## config.mk

```make
export PLATFORM = sky130hd
export DESIGN_NAME = embedded_memory_block
export DESIGN_NICKNAME = d
export VERILOG_FILES = /design/src/hdl/embedded_memory_block.v
export VERILOG_INCLUDE_DIRS = /design/src /design/src/hdl
export SDC_FILE = /design/constraint.sdc
export NUM_CORES = 1
export LEC_CHECK = 0
export BUFFER_PORTS_ARGS = -buffer_cell sky130_fd_sc_hd__buf_2
export CAP_MARGIN = 0
export CORE_AREA = 2 2 270 192
export CTS_CLUSTER_DIAMETER = 30
export DETAILED_ROUTE_END_ITERATION = 8
export DIE_AREA = 0 0 272 194
export GPL_TIMING_DRIVEN = 0
export PLACE_DENSITY_LB_ADDON = 0.3
export SYNTH_ARGS = -nofsm -noshare
export SYNTH_HDL_FRONTEND = slang
export SYNTH_SLANG_ARGS = --single-unit
```

## constraint.sdc

```tcl
create_clock -name clk -period 4.5 [get_ports clk]
set_input_delay 0.45 -clock clk [delete_from_list [all_inputs] [get_ports clk]]
set_output_delay 0.45 -clock clk [all_outputs]
set_load 0.02 [all_outputs]
```

## src/hdl/memory_block_defs.vh

```
`ifndef MEMORY_BLOCK_DEFS_VH
`define MEMORY_BLOCK_DEFS_VH

// ----------------------------------------------------------------------------
// Geometry defaults
// ----------------------------------------------------------------------------
`define MB_DATA_W        8
`define MB_ADDR_W        6
`define MB_NUM_GLOBAL    4
`define MB_NUM_DCLK      4
`define MB_IDX_W         2

// ----------------------------------------------------------------------------
// Port mode
// ----------------------------------------------------------------------------
`define MB_MODE_SINGLE   1'b0
`define MB_MODE_SPLIT    1'b1

// ----------------------------------------------------------------------------
// Clock source select codes
// ----------------------------------------------------------------------------
`define MB_CSRC_GLOBAL   2'b00
`define MB_CSRC_DEDIC    2'b01
`define MB_CSRC_LOCAL    2'b10

// ----------------------------------------------------------------------------
// Strobe source select codes
// ----------------------------------------------------------------------------
`define MB_SSRC_LOCAL    1'b0
`define MB_SSRC_GLOBAL   1'b1

// ----------------------------------------------------------------------------
// Register bypass bit positions
// ----------------------------------------------------------------------------
`define MB_BYP_W         6
`define MB_BYP_WDATA     0
`define MB_BYP_RDATA     1
`define MB_BYP_RADDR     2
`define MB_BYP_WADDR     3
`define MB_BYP_WSTB      4
`define MB_BYP_RSTB      5

// ----------------------------------------------------------------------------
// Reset values
// ----------------------------------------------------------------------------
`define MB_RST_BIT       1'b0
`define MB_CLR_IDLE      1'b0

`endif

```

## src/hdl/embedded_memory_block.v

```verilog
`timescale 1ns/10ps
`default_nettype none
`include "memory_block_defs.vh"

module embedded_memory_block #(
  parameter DATA_W     = `MB_DATA_W,
  parameter ADDR_W     = `MB_ADDR_W,
  parameter NUM_GLOBAL = `MB_NUM_GLOBAL,
  parameter NUM_DCLK   = `MB_NUM_DCLK
) (
  input  wire                   clk,
  input  wire                   resetn,
  // Configuration straps.
  input  wire                   port_mode,
  input  wire [`MB_BYP_W-1:0]   reg_bypass,
  input  wire [NUM_GLOBAL-1:0]  global_from_logic,
  input  wire [1:0]             in_clk_src,
  input  wire [`MB_IDX_W-1:0]   in_clk_idx,
  input  wire [1:0]             out_clk_src,
  input  wire [`MB_IDX_W-1:0]   out_clk_idx,
  input  wire                   wstb_src,
  input  wire [`MB_IDX_W-1:0]   wstb_idx,
  input  wire                   rstb_src,
  input  wire [`MB_IDX_W-1:0]   rstb_idx,
  input  wire                   in_clr_global_en,
  input  wire                   out_clr_global_en,
  input  wire [`MB_IDX_W-1:0]   clr_global_idx,
  // Device pins.
  input  wire [NUM_GLOBAL-1:0]  dedicated_in_pin,
  input  wire [NUM_DCLK-1:0]    dedicated_clk_pin,
  // Fabric logic cell side.
  input  wire [NUM_GLOBAL-1:0]  global_logic_drive,
  input  wire                   in_clk_local,
  input  wire                   out_clk_local,
  input  wire                   in_clk_en,
  input  wire                   out_clk_en,
  input  wire                   in_clr_local,
  input  wire                   out_clr_local,
  input  wire                   write_strobe_local,
  input  wire                   read_strobe_local,
  input  wire [DATA_W-1:0]      write_data,
  input  wire [ADDR_W-1:0]      write_addr,
  input  wire [ADDR_W-1:0]      read_addr,
  output wire [DATA_W-1:0]      read_data,
  output wire [NUM_GLOBAL-1:0]  global_net,
  output wire                   access_conflict
);

  // --------------------------------------------------------------------------
  // Pin synchronisers
  // --------------------------------------------------------------------------
  reg  [NUM_GLOBAL-1:0] ded_in_s1_q;
  reg  [NUM_GLOBAL-1:0] ded_in_s2_q;
  reg  [NUM_DCLK-1:0]   dclk_s1_q;
  reg  [NUM_DCLK-1:0]   dclk_s2_q;

  always @(posedge clk or negedge resetn) begin
    if (!resetn) begin
      ded_in_s1_q <= {NUM_GLOBAL{`MB_RST_BIT}};
      ded_in_s2_q <= {NUM_GLOBAL{`MB_RST_BIT}};
    end else begin
      ded_in_s1_q <= dedicated_in_pin;
      ded_in_s2_q <= ded_in_s1_q;
    end
  end

  // Dedicated clock pins are sampled like data, so a port clock taken from
  // them acts two cycles after the pin rises.
  always @(posedge clk or negedge resetn) begin
    if (!resetn) begin
      dclk_s1_q <= {NUM_DCLK{`MB_RST_BIT}};
      dclk_s2_q <= {NUM_DCLK{`MB_RST_BIT}};
    end else begin
      dclk_s1_q <= dedicated_clk_pin;
      dclk_s2_q <= dclk_s1_q;
    end
  end

  // --------------------------------------------------------------------------
  // Global signal network
  // --------------------------------------------------------------------------
  // Each global is either its dedicated input or a fabric-made signal such as
  // a divided clock or a generated clear.
  genvar g;
  generate
    for (g = 0; g < NUM_GLOBAL; g = g + 1) begin : g_global
      assign global_net[g] = global_from_logic[g] ? global_logic_drive[g]
                                                  : ded_in_s2_q[g];
    end
  endgenerate

  // --------------------------------------------------------------------------
  // Clock source selection and edge ticks
  // --------------------------------------------------------------------------
  // The block runs on clk alone; each selected port clock becomes a one-cycle
  // tick on its rising edge. Source clocks must be well below clk / 2.
  reg in_clk_lvl;
  reg out_clk_lvl;

  always @* begin
    case (in_clk_src)
      `MB_CSRC_GLOBAL: in_clk_lvl = global_net[in_clk_idx];
      `MB_CSRC_DEDIC:  in_clk_lvl = dclk_s2_q[in_clk_idx];
      `MB_CSRC_LOCAL:  in_clk_lvl = in_clk_local;
      default:         in_clk_lvl = `MB_RST_BIT;
    endcase
    case (out_clk_src)
      `MB_CSRC_GLOBAL: out_clk_lvl = global_net[out_clk_idx];
      `MB_CSRC_DEDIC:  out_clk_lvl = dclk_s2_q[out_clk_idx];
      `MB_CSRC_LOCAL:  out_clk_lvl = out_clk_local;
      default:         out_clk_lvl = `MB_RST_BIT;
    endcase
  end

  reg  in_clk_prev_q;
  reg  out_clk_prev_q;

  always @(posedge clk or negedge resetn) begin
    if (!resetn) begin
      in_clk_prev_q  <= `MB_RST_BIT;
      out_clk_prev_q <= `MB_RST_BIT;
    end else begin
      in_clk_prev_q  <= in_clk_lvl;
      out_clk_prev_q <= out_clk_lvl;
    end
  end

  reg  in_tick;
  reg  out_tick;
  reg  in_load;
  reg  out_load;

  // Single-port mode keeps the output register on the input clock.
  // Ticks are combinational so a port acts in the cycle its clock rises.
  always @* begin
    in_tick = in_clk_lvl & ~in_clk_prev_q;
    if (port_mode == `MB_MODE_SPLIT) begin
      out_tick = out_clk_lvl & ~out_clk_prev_q;
    end else begin
      out_tick = in_tick;
    end
    in_load  = in_tick & in_clk_en;
    out_load = out_tick & out_clk_en;
  end

  // --------------------------------------------------------------------------
  // Asynchronous clears
  // --------------------------------------------------------------------------
  // Clear requests are flopped first so a glitch in the select logic can
  // never fire a clear; the flop itself is reset by the chip-wide reset.
  reg  in_clr_q;
  reg  out_clr_q;
  wire clr_global;

  assign clr_global = global_net[clr_global_idx];

  always @(posedge clk or negedge resetn) begin
    if (!resetn) begin
      in_clr_q  <= `MB_CLR_IDLE;
      out_clr_q <= `MB_CLR_IDLE;
    end else begin
      in_clr_q  <= in_clr_local | (in_clr_global_en & clr_global);
      out_clr_q <= out_clr_local | (out_clr_global_en & clr_global);
    end
  end

  wire in_rst_n  = resetn & ~in_clr_q;
  wire out_rst_n = resetn & ~out_clr_q;

  // --------------------------------------------------------------------------
  // Strobe source selection
  // --------------------------------------------------------------------------
  // A global strobe lets one fabric-made pulse gate many blocks at once.
  reg  wstb_raw;
  reg  rstb_raw;

  always @* begin
    case (wstb_src)
      `MB_SSRC_GLOBAL: wstb_raw = global_net[wstb_idx];
      default:         wstb_raw = write_strobe_local;
    endcase
    case (rstb_src)
      `MB_SSRC_GLOBAL: rstb_raw = global_net[rstb_idx];
      default:         rstb_raw = read_strobe_local;
    endcase
  end

  // --------------------------------------------------------------------------
  // Input-side registers
  // --------------------------------------------------------------------------
  reg  [DATA_W-1:0] wdata_q;
  reg  [ADDR_W-1:0] waddr_q;
  reg  [ADDR_W-1:0] raddr_q;
  reg               wstb_q;
  reg               rstb_q;

  always @(posedge clk or negedge in_rst_n) begin
    if (!in_rst_n) begin
      wdata_q <= {DATA_W{`MB_RST_BIT}};
      waddr_q <= {ADDR_W{`MB_RST_BIT}};
      raddr_q <= {ADDR_W{`MB_RST_BIT}};
      wstb_q  <= `MB_RST_BIT;
      rstb_q  <= `MB_RST_BIT;
    end else if (in_load) begin
      wdata_q <= write_data;
      waddr_q <= write_addr;
      raddr_q <= read_addr;
      wstb_q  <= wstb_raw;
      rstb_q  <= rstb_raw;
    end
  end

  reg  [DATA_W-1:0] wdata_eff;
  reg  [ADDR_W-1:0] waddr_eff;
  reg  [ADDR_W-1:0] raddr_sel;
  reg               wstb_eff;
  reg               rstb_eff;

  // Each bypass bit picks the raw input or its registered copy on its own;
  // a registered signal is the one captured at the last port tick with in_clk_en high.
  always @* begin
    if (reg_bypass[`MB_BYP_WDATA]) begin
      wdata_eff = write_data;
    end else begin
      wdata_eff = wdata_q;
    end
    if (reg_bypass[`MB_BYP_WADDR]) begin
      waddr_eff = write_addr;
    end else begin
      waddr_eff = waddr_q;
    end
    if (reg_bypass[`MB_BYP_RADDR]) begin
      raddr_sel = read_addr;
    end else begin
      raddr_sel = raddr_q;
    end
    if (reg_bypass[`MB_BYP_WSTB]) begin
      wstb_eff = wstb_raw;
    end else begin
      wstb_eff = wstb_q;
    end
    if (reg_bypass[`MB_BYP_RSTB]) begin
      rstb_eff = rstb_raw;
    end else begin
      rstb_eff = rstb_q;
    end
  end

  // --------------------------------------------------------------------------
  // Port arbitration
  // --------------------------------------------------------------------------
  // Single-port mode shares the write address for both kinds of access; if
  // both strobes are seen together the write is done and the read dropped.
  reg  [ADDR_W-1:0] raddr_eff;
  reg               single;
  reg               both_req;
  reg               do_write;
  reg               do_read;

  always @* begin
    single = (port_mode == `MB_MODE_SINGLE);
    if (single) begin
      raddr_eff = waddr_eff;
    end else begin
      raddr_eff = raddr_sel;
    end
    both_req = wstb_eff & rstb_eff;
    do_write = in_tick & wstb_eff;
    do_read  = in_tick & rstb_eff & ~(single & wstb_eff);
  end

  // --------------------------------------------------------------------------
  // Storage array
  // --------------------------------------------------------------------------
  // The array has no clear; only its port registers do.
  reg  [DATA_W-1:0] mem [0:(1<<ADDR_W)-1];
  reg  [DATA_W-1:0] rd_word_q;

  always @(posedge clk) begin
    if (do_write) begin
      mem[waddr_eff] <= wdata_eff;
    end
  end

  // In split mode a read and a write to one address in the same tick return the old word.
  always @(posedge clk or negedge in_rst_n) begin
    if (!in_rst_n) begin
      rd_word_q <= {DATA_W{`MB_RST_BIT}};
    end else if (do_read) begin
      rd_word_q <= mem[raddr_eff];
    end
  end

  // --------------------------------------------------------------------------
  // Output-side register
  // --------------------------------------------------------------------------
  reg  [DATA_W-1:0] rdata_q;

  always @(posedge clk or negedge out_rst_n) begin
    if (!out_rst_n) begin
      rdata_q <= {DATA_W{`MB_RST_BIT}};
    end else if (out_load) begin
      rdata_q <= rd_word_q;
    end
  end

  assign read_data = reg_bypass[`MB_BYP_RDATA] ? rd_word_q : rdata_q;

  // --------------------------------------------------------------------------
  // Conflict report
  // --------------------------------------------------------------------------
  // Flags one cycle after a single-port tick in which both strobes were seen.
  reg  conflict_q;

  always @(posedge clk or negedge in_rst_n) begin
    if (!in_rst_n) begin
      conflict_q <= `MB_RST_BIT;
    end else begin
      conflict_q <= in_tick & single & both_req;
    end
  end

  assign access_conflict = conflict_q;

endmodule

`default_nettype wire

```

==> qor.csv <==
stage;metric;value;unit
run_status;outcome;completed;
layout;layout_commonest_cell;edfxtp_1;
layout;n_fill_cell;3815;
floorplanning;dieArea;0.0528;mm²
global_routing;track_usage;26.9;%
sta;min_period;4.28;ns
power;power_density;563;mW/mm²
setup_path;cp-end-kind;flop;
detailed_routing;drc;0;
setup_path;critPathTopFamily;simple AND/OR/NAND/NOR gates;
floorplanning;die_h;194;µm
floorplanning;core;0.0502;mm²
setup_path;critPathKind;flop to flop;
setup_path;path_max_fanout;10;
layout;final_util;58.9;%
layout;drive_above_1_share;20.2;%
detailed_routing;wirelength;71100;µm
clock_tree;cts_tree;built;
setup_path;critical_path_arrival;4.80;ns
setup_path;crit_chain;mux2i_4 -> clkbuf_1 -> clkbuf_1 -> nor3b_1 -> nor4_1 -> a311oi_1 -> nor4_1 -> o2111a_1 -> o21ai_1;
sta;setup_tns;0;ns
global_routing;overflow;0;
floorplanning;num_rows;69;
placed_design;dp_hpwl;46400;µm
global_routing;grt_pass1_wl;104000;µm
layout;area_delta_synth_final;18.8;%
detailed_routing;ant_nets;0;
clock_tree;clock_latency;0.64;ns
sta;hold_viol_final;0;
synth;avgSynthCellArea;14.4;µm²
global_routing;grt_max_degree;65;
detailed_routing;drtIter0Drc;2180;
synth;yosysWarningCount;0;
power;p_leak;0.0105;µW
layout;finish.net_count;1980;
floorplanning;dieWidth;272;µm
synth;synth_cell_types;45;
placed_design;port-buffer-count;79;
detailed_routing;vias_per_cell;6.15;
global_routing;antenna_found_initial;5;
sta;finalMaxSlewViolations;0;
sta;clock.fmax;0.234;GHz
sta;slew_headroom;6.26;%
sta;setup_viol;0;
setup_path;r2r_setup_slack;0.22;ns
global_routing;grt_pass1_vias;15900;
detailed_routing;num_vias;16400;
run;drv_cap;0;
synth;ys_seq_elements;571;
floorplanning;ios;84;
synth;yosysSeqAreaShare;67.8;%
sta;rsz0062_at_grt;no;
layout;design_area;0.0295;mm²
clock_tree;cts.sinks;571;
floorplanning;initial_core_util;49.5;%
layout;fin_cells;2660;
placed_design;place_area;0.0261;mm²
clock_tree;path_clk_slew;0.06;ns
clock_tree;cts_buffers;93;
synth;netlist_instances;1723;
setup_path;worst_setup_path_start_kind;flop;
min_path;hold_class;primary input to flop;
clock_tree;clock-root-buffer;clkbuf_16;
synth;netlist_area;0.0248;mm²
detailed_routing;post_drt_wl_per_cell;26.7;µm
sta;clock_skew;0.0318;ns
power;peakVddDrop;0.356;mV
detailed_routing;drtPass1Iterations;5;
setup_path;critical_path.slowest_cell;nor4_1;
sta;finalCritPeriodShare;95.1;%
power;p_total;16600;µW
synth;mappedNetlistNets;1794;
setup_path;worstPathRequired;5.02;ns
setup_path;path_buf_inv;2;
placed_design;place_inst;2478;
clock_tree;clock_path_buffers;3;
clock_tree;cts.htree.levels;3;
setup_path;slowest_delay;0.81;ns
layout;final_cell_mix;edfxtp_1 (512), nand2_1 (336), buf_2 (119);
clock_tree;ctsResizeCount;0;
sta;worst_slew_pin_slew;1.41;ns
placed_design;place.gp.congestion;0.898;
## report_power, final
part           internal [µW]  switching, µW
registers               6190            107
clock network           4810           2590
logic                    920           2010
## worst paths after layout
| check | depth (start not counted) | from | end |
|---|---|---|---|
| worst max-delay path | 9 | waddr_q[1] | rd_word_q[5] |
| worst min-delay path | 2 | in_clr_local | in_clr_q |
| worst max register to register | 9 | waddr_q[1] | rd_word_q[5] |
| worst min register to register | 1 | in_clr_q | wdata_q[2] |
| max in group asynchronous | 3 | resetn | rdata_q[0] |
| min in group asynchronous | 1 | in_clr_q | wdata_q[2] |
## metal layers
metal	GRT usage, %	up-vias	share of wire (%)
li1	-	7091	-
met1	38.8	8274	42
met2	38.8	885	44
met3	9.11	116	12
met4	8.20	4	2.5
met5	0	-	0.030
## registers in the layout, indices dropped and copies added, names as in the netlist
signal,count
access_conflict,1
dclk_s1_q,4
dclk_s2_q,4
ded_in_s1_q,4
ded_in_s2_q,4
in_clk_prev_q,1
in_clr_q,1
mem,512
out_clk_prev_q,1
out_clr_q,1
raddr_q,6
rd_word_q,8
rdata_q,8
rstb_q,1
waddr_q,6
wdata_q,8
wstb_q,1
## through the flow
stage	hold slack (ns)	setup WS, ns
final	0.00906	0.220
after global routing	0.0196	0.191
after CTS	0.00163	0.438
after detailed placement	0.243	0.210
after global placement	0.334	0.232
after floorplan	0.154	1.92
## synthesized netlist by cell type, drive strengths merged
cell	n	area share, %
nor2b	8	0.20
nor3	3	0.060
o22a	1	0.035
nor3b	65	2.0
nand3b	3	0.091
o2111a	8	0.36
nand2	336	5.1
buf	61	1.4
or3b	1	0.035
a211oi	10	0.30
or2	3	0.076
nor4	72	1.8
edfxtp	512	62
a21oi	1	0.020
a21o	4	0.12
o21ai	17	0.36
a221oi	8	0.28
inv	5	0.076
mux2i	88	3.7
a22oi	24	0.73
and2	3	0.076
mux4	55	5.0
or4	8	0.24
a31oi	16	0.40
dfrtp	59	5.9
nand2b	4	0.10
o2111ai	1	0.035
and3b	65	2.3
nand3	40	0.81
and3	1	0.025
a21boi	3	0.091
mux2	50	2.3
a311oi	64	2.3
clkbuf	50	0.76
nor2	73	1.1
o21a	1	0.030
## layout make-up
cell class                 count  area [µm²]  share of cell area (%)
multi-input combinational   1036        7470                    25.3
clock inverter                64         805                    2.73
inverter                       5        18.8                  0.0636
antenna                        1        2.50                 0.00848
buffer                       111         532                    1.80
tap                          674         843                    2.86
clock buffer                 107        2460                    8.34
sequential                   571       16900                    57.1
timing repair buffer          91         536                    1.81
## kinds of logic after synthesis
logic type / Yosys count / synth area share [%]
flip-flops: 571 / 67.8
AO/OA/AOI/OAI: 158 / 5.02
AND/OR/NAND/NOR: 685 / 14.0
multiplexers: 193 / 11.0
buffers and inverters: 116 / 2.22
## repair_timing
| action | in CTS | in global routing |
|---|---|---|
| hold buffers | 10 | 0 |
| buffers inserted | 0 | 0 |
| hold endpoints to repair | 29 | 0 |
No activity file was read; power rests on OpenSTA's default activity.
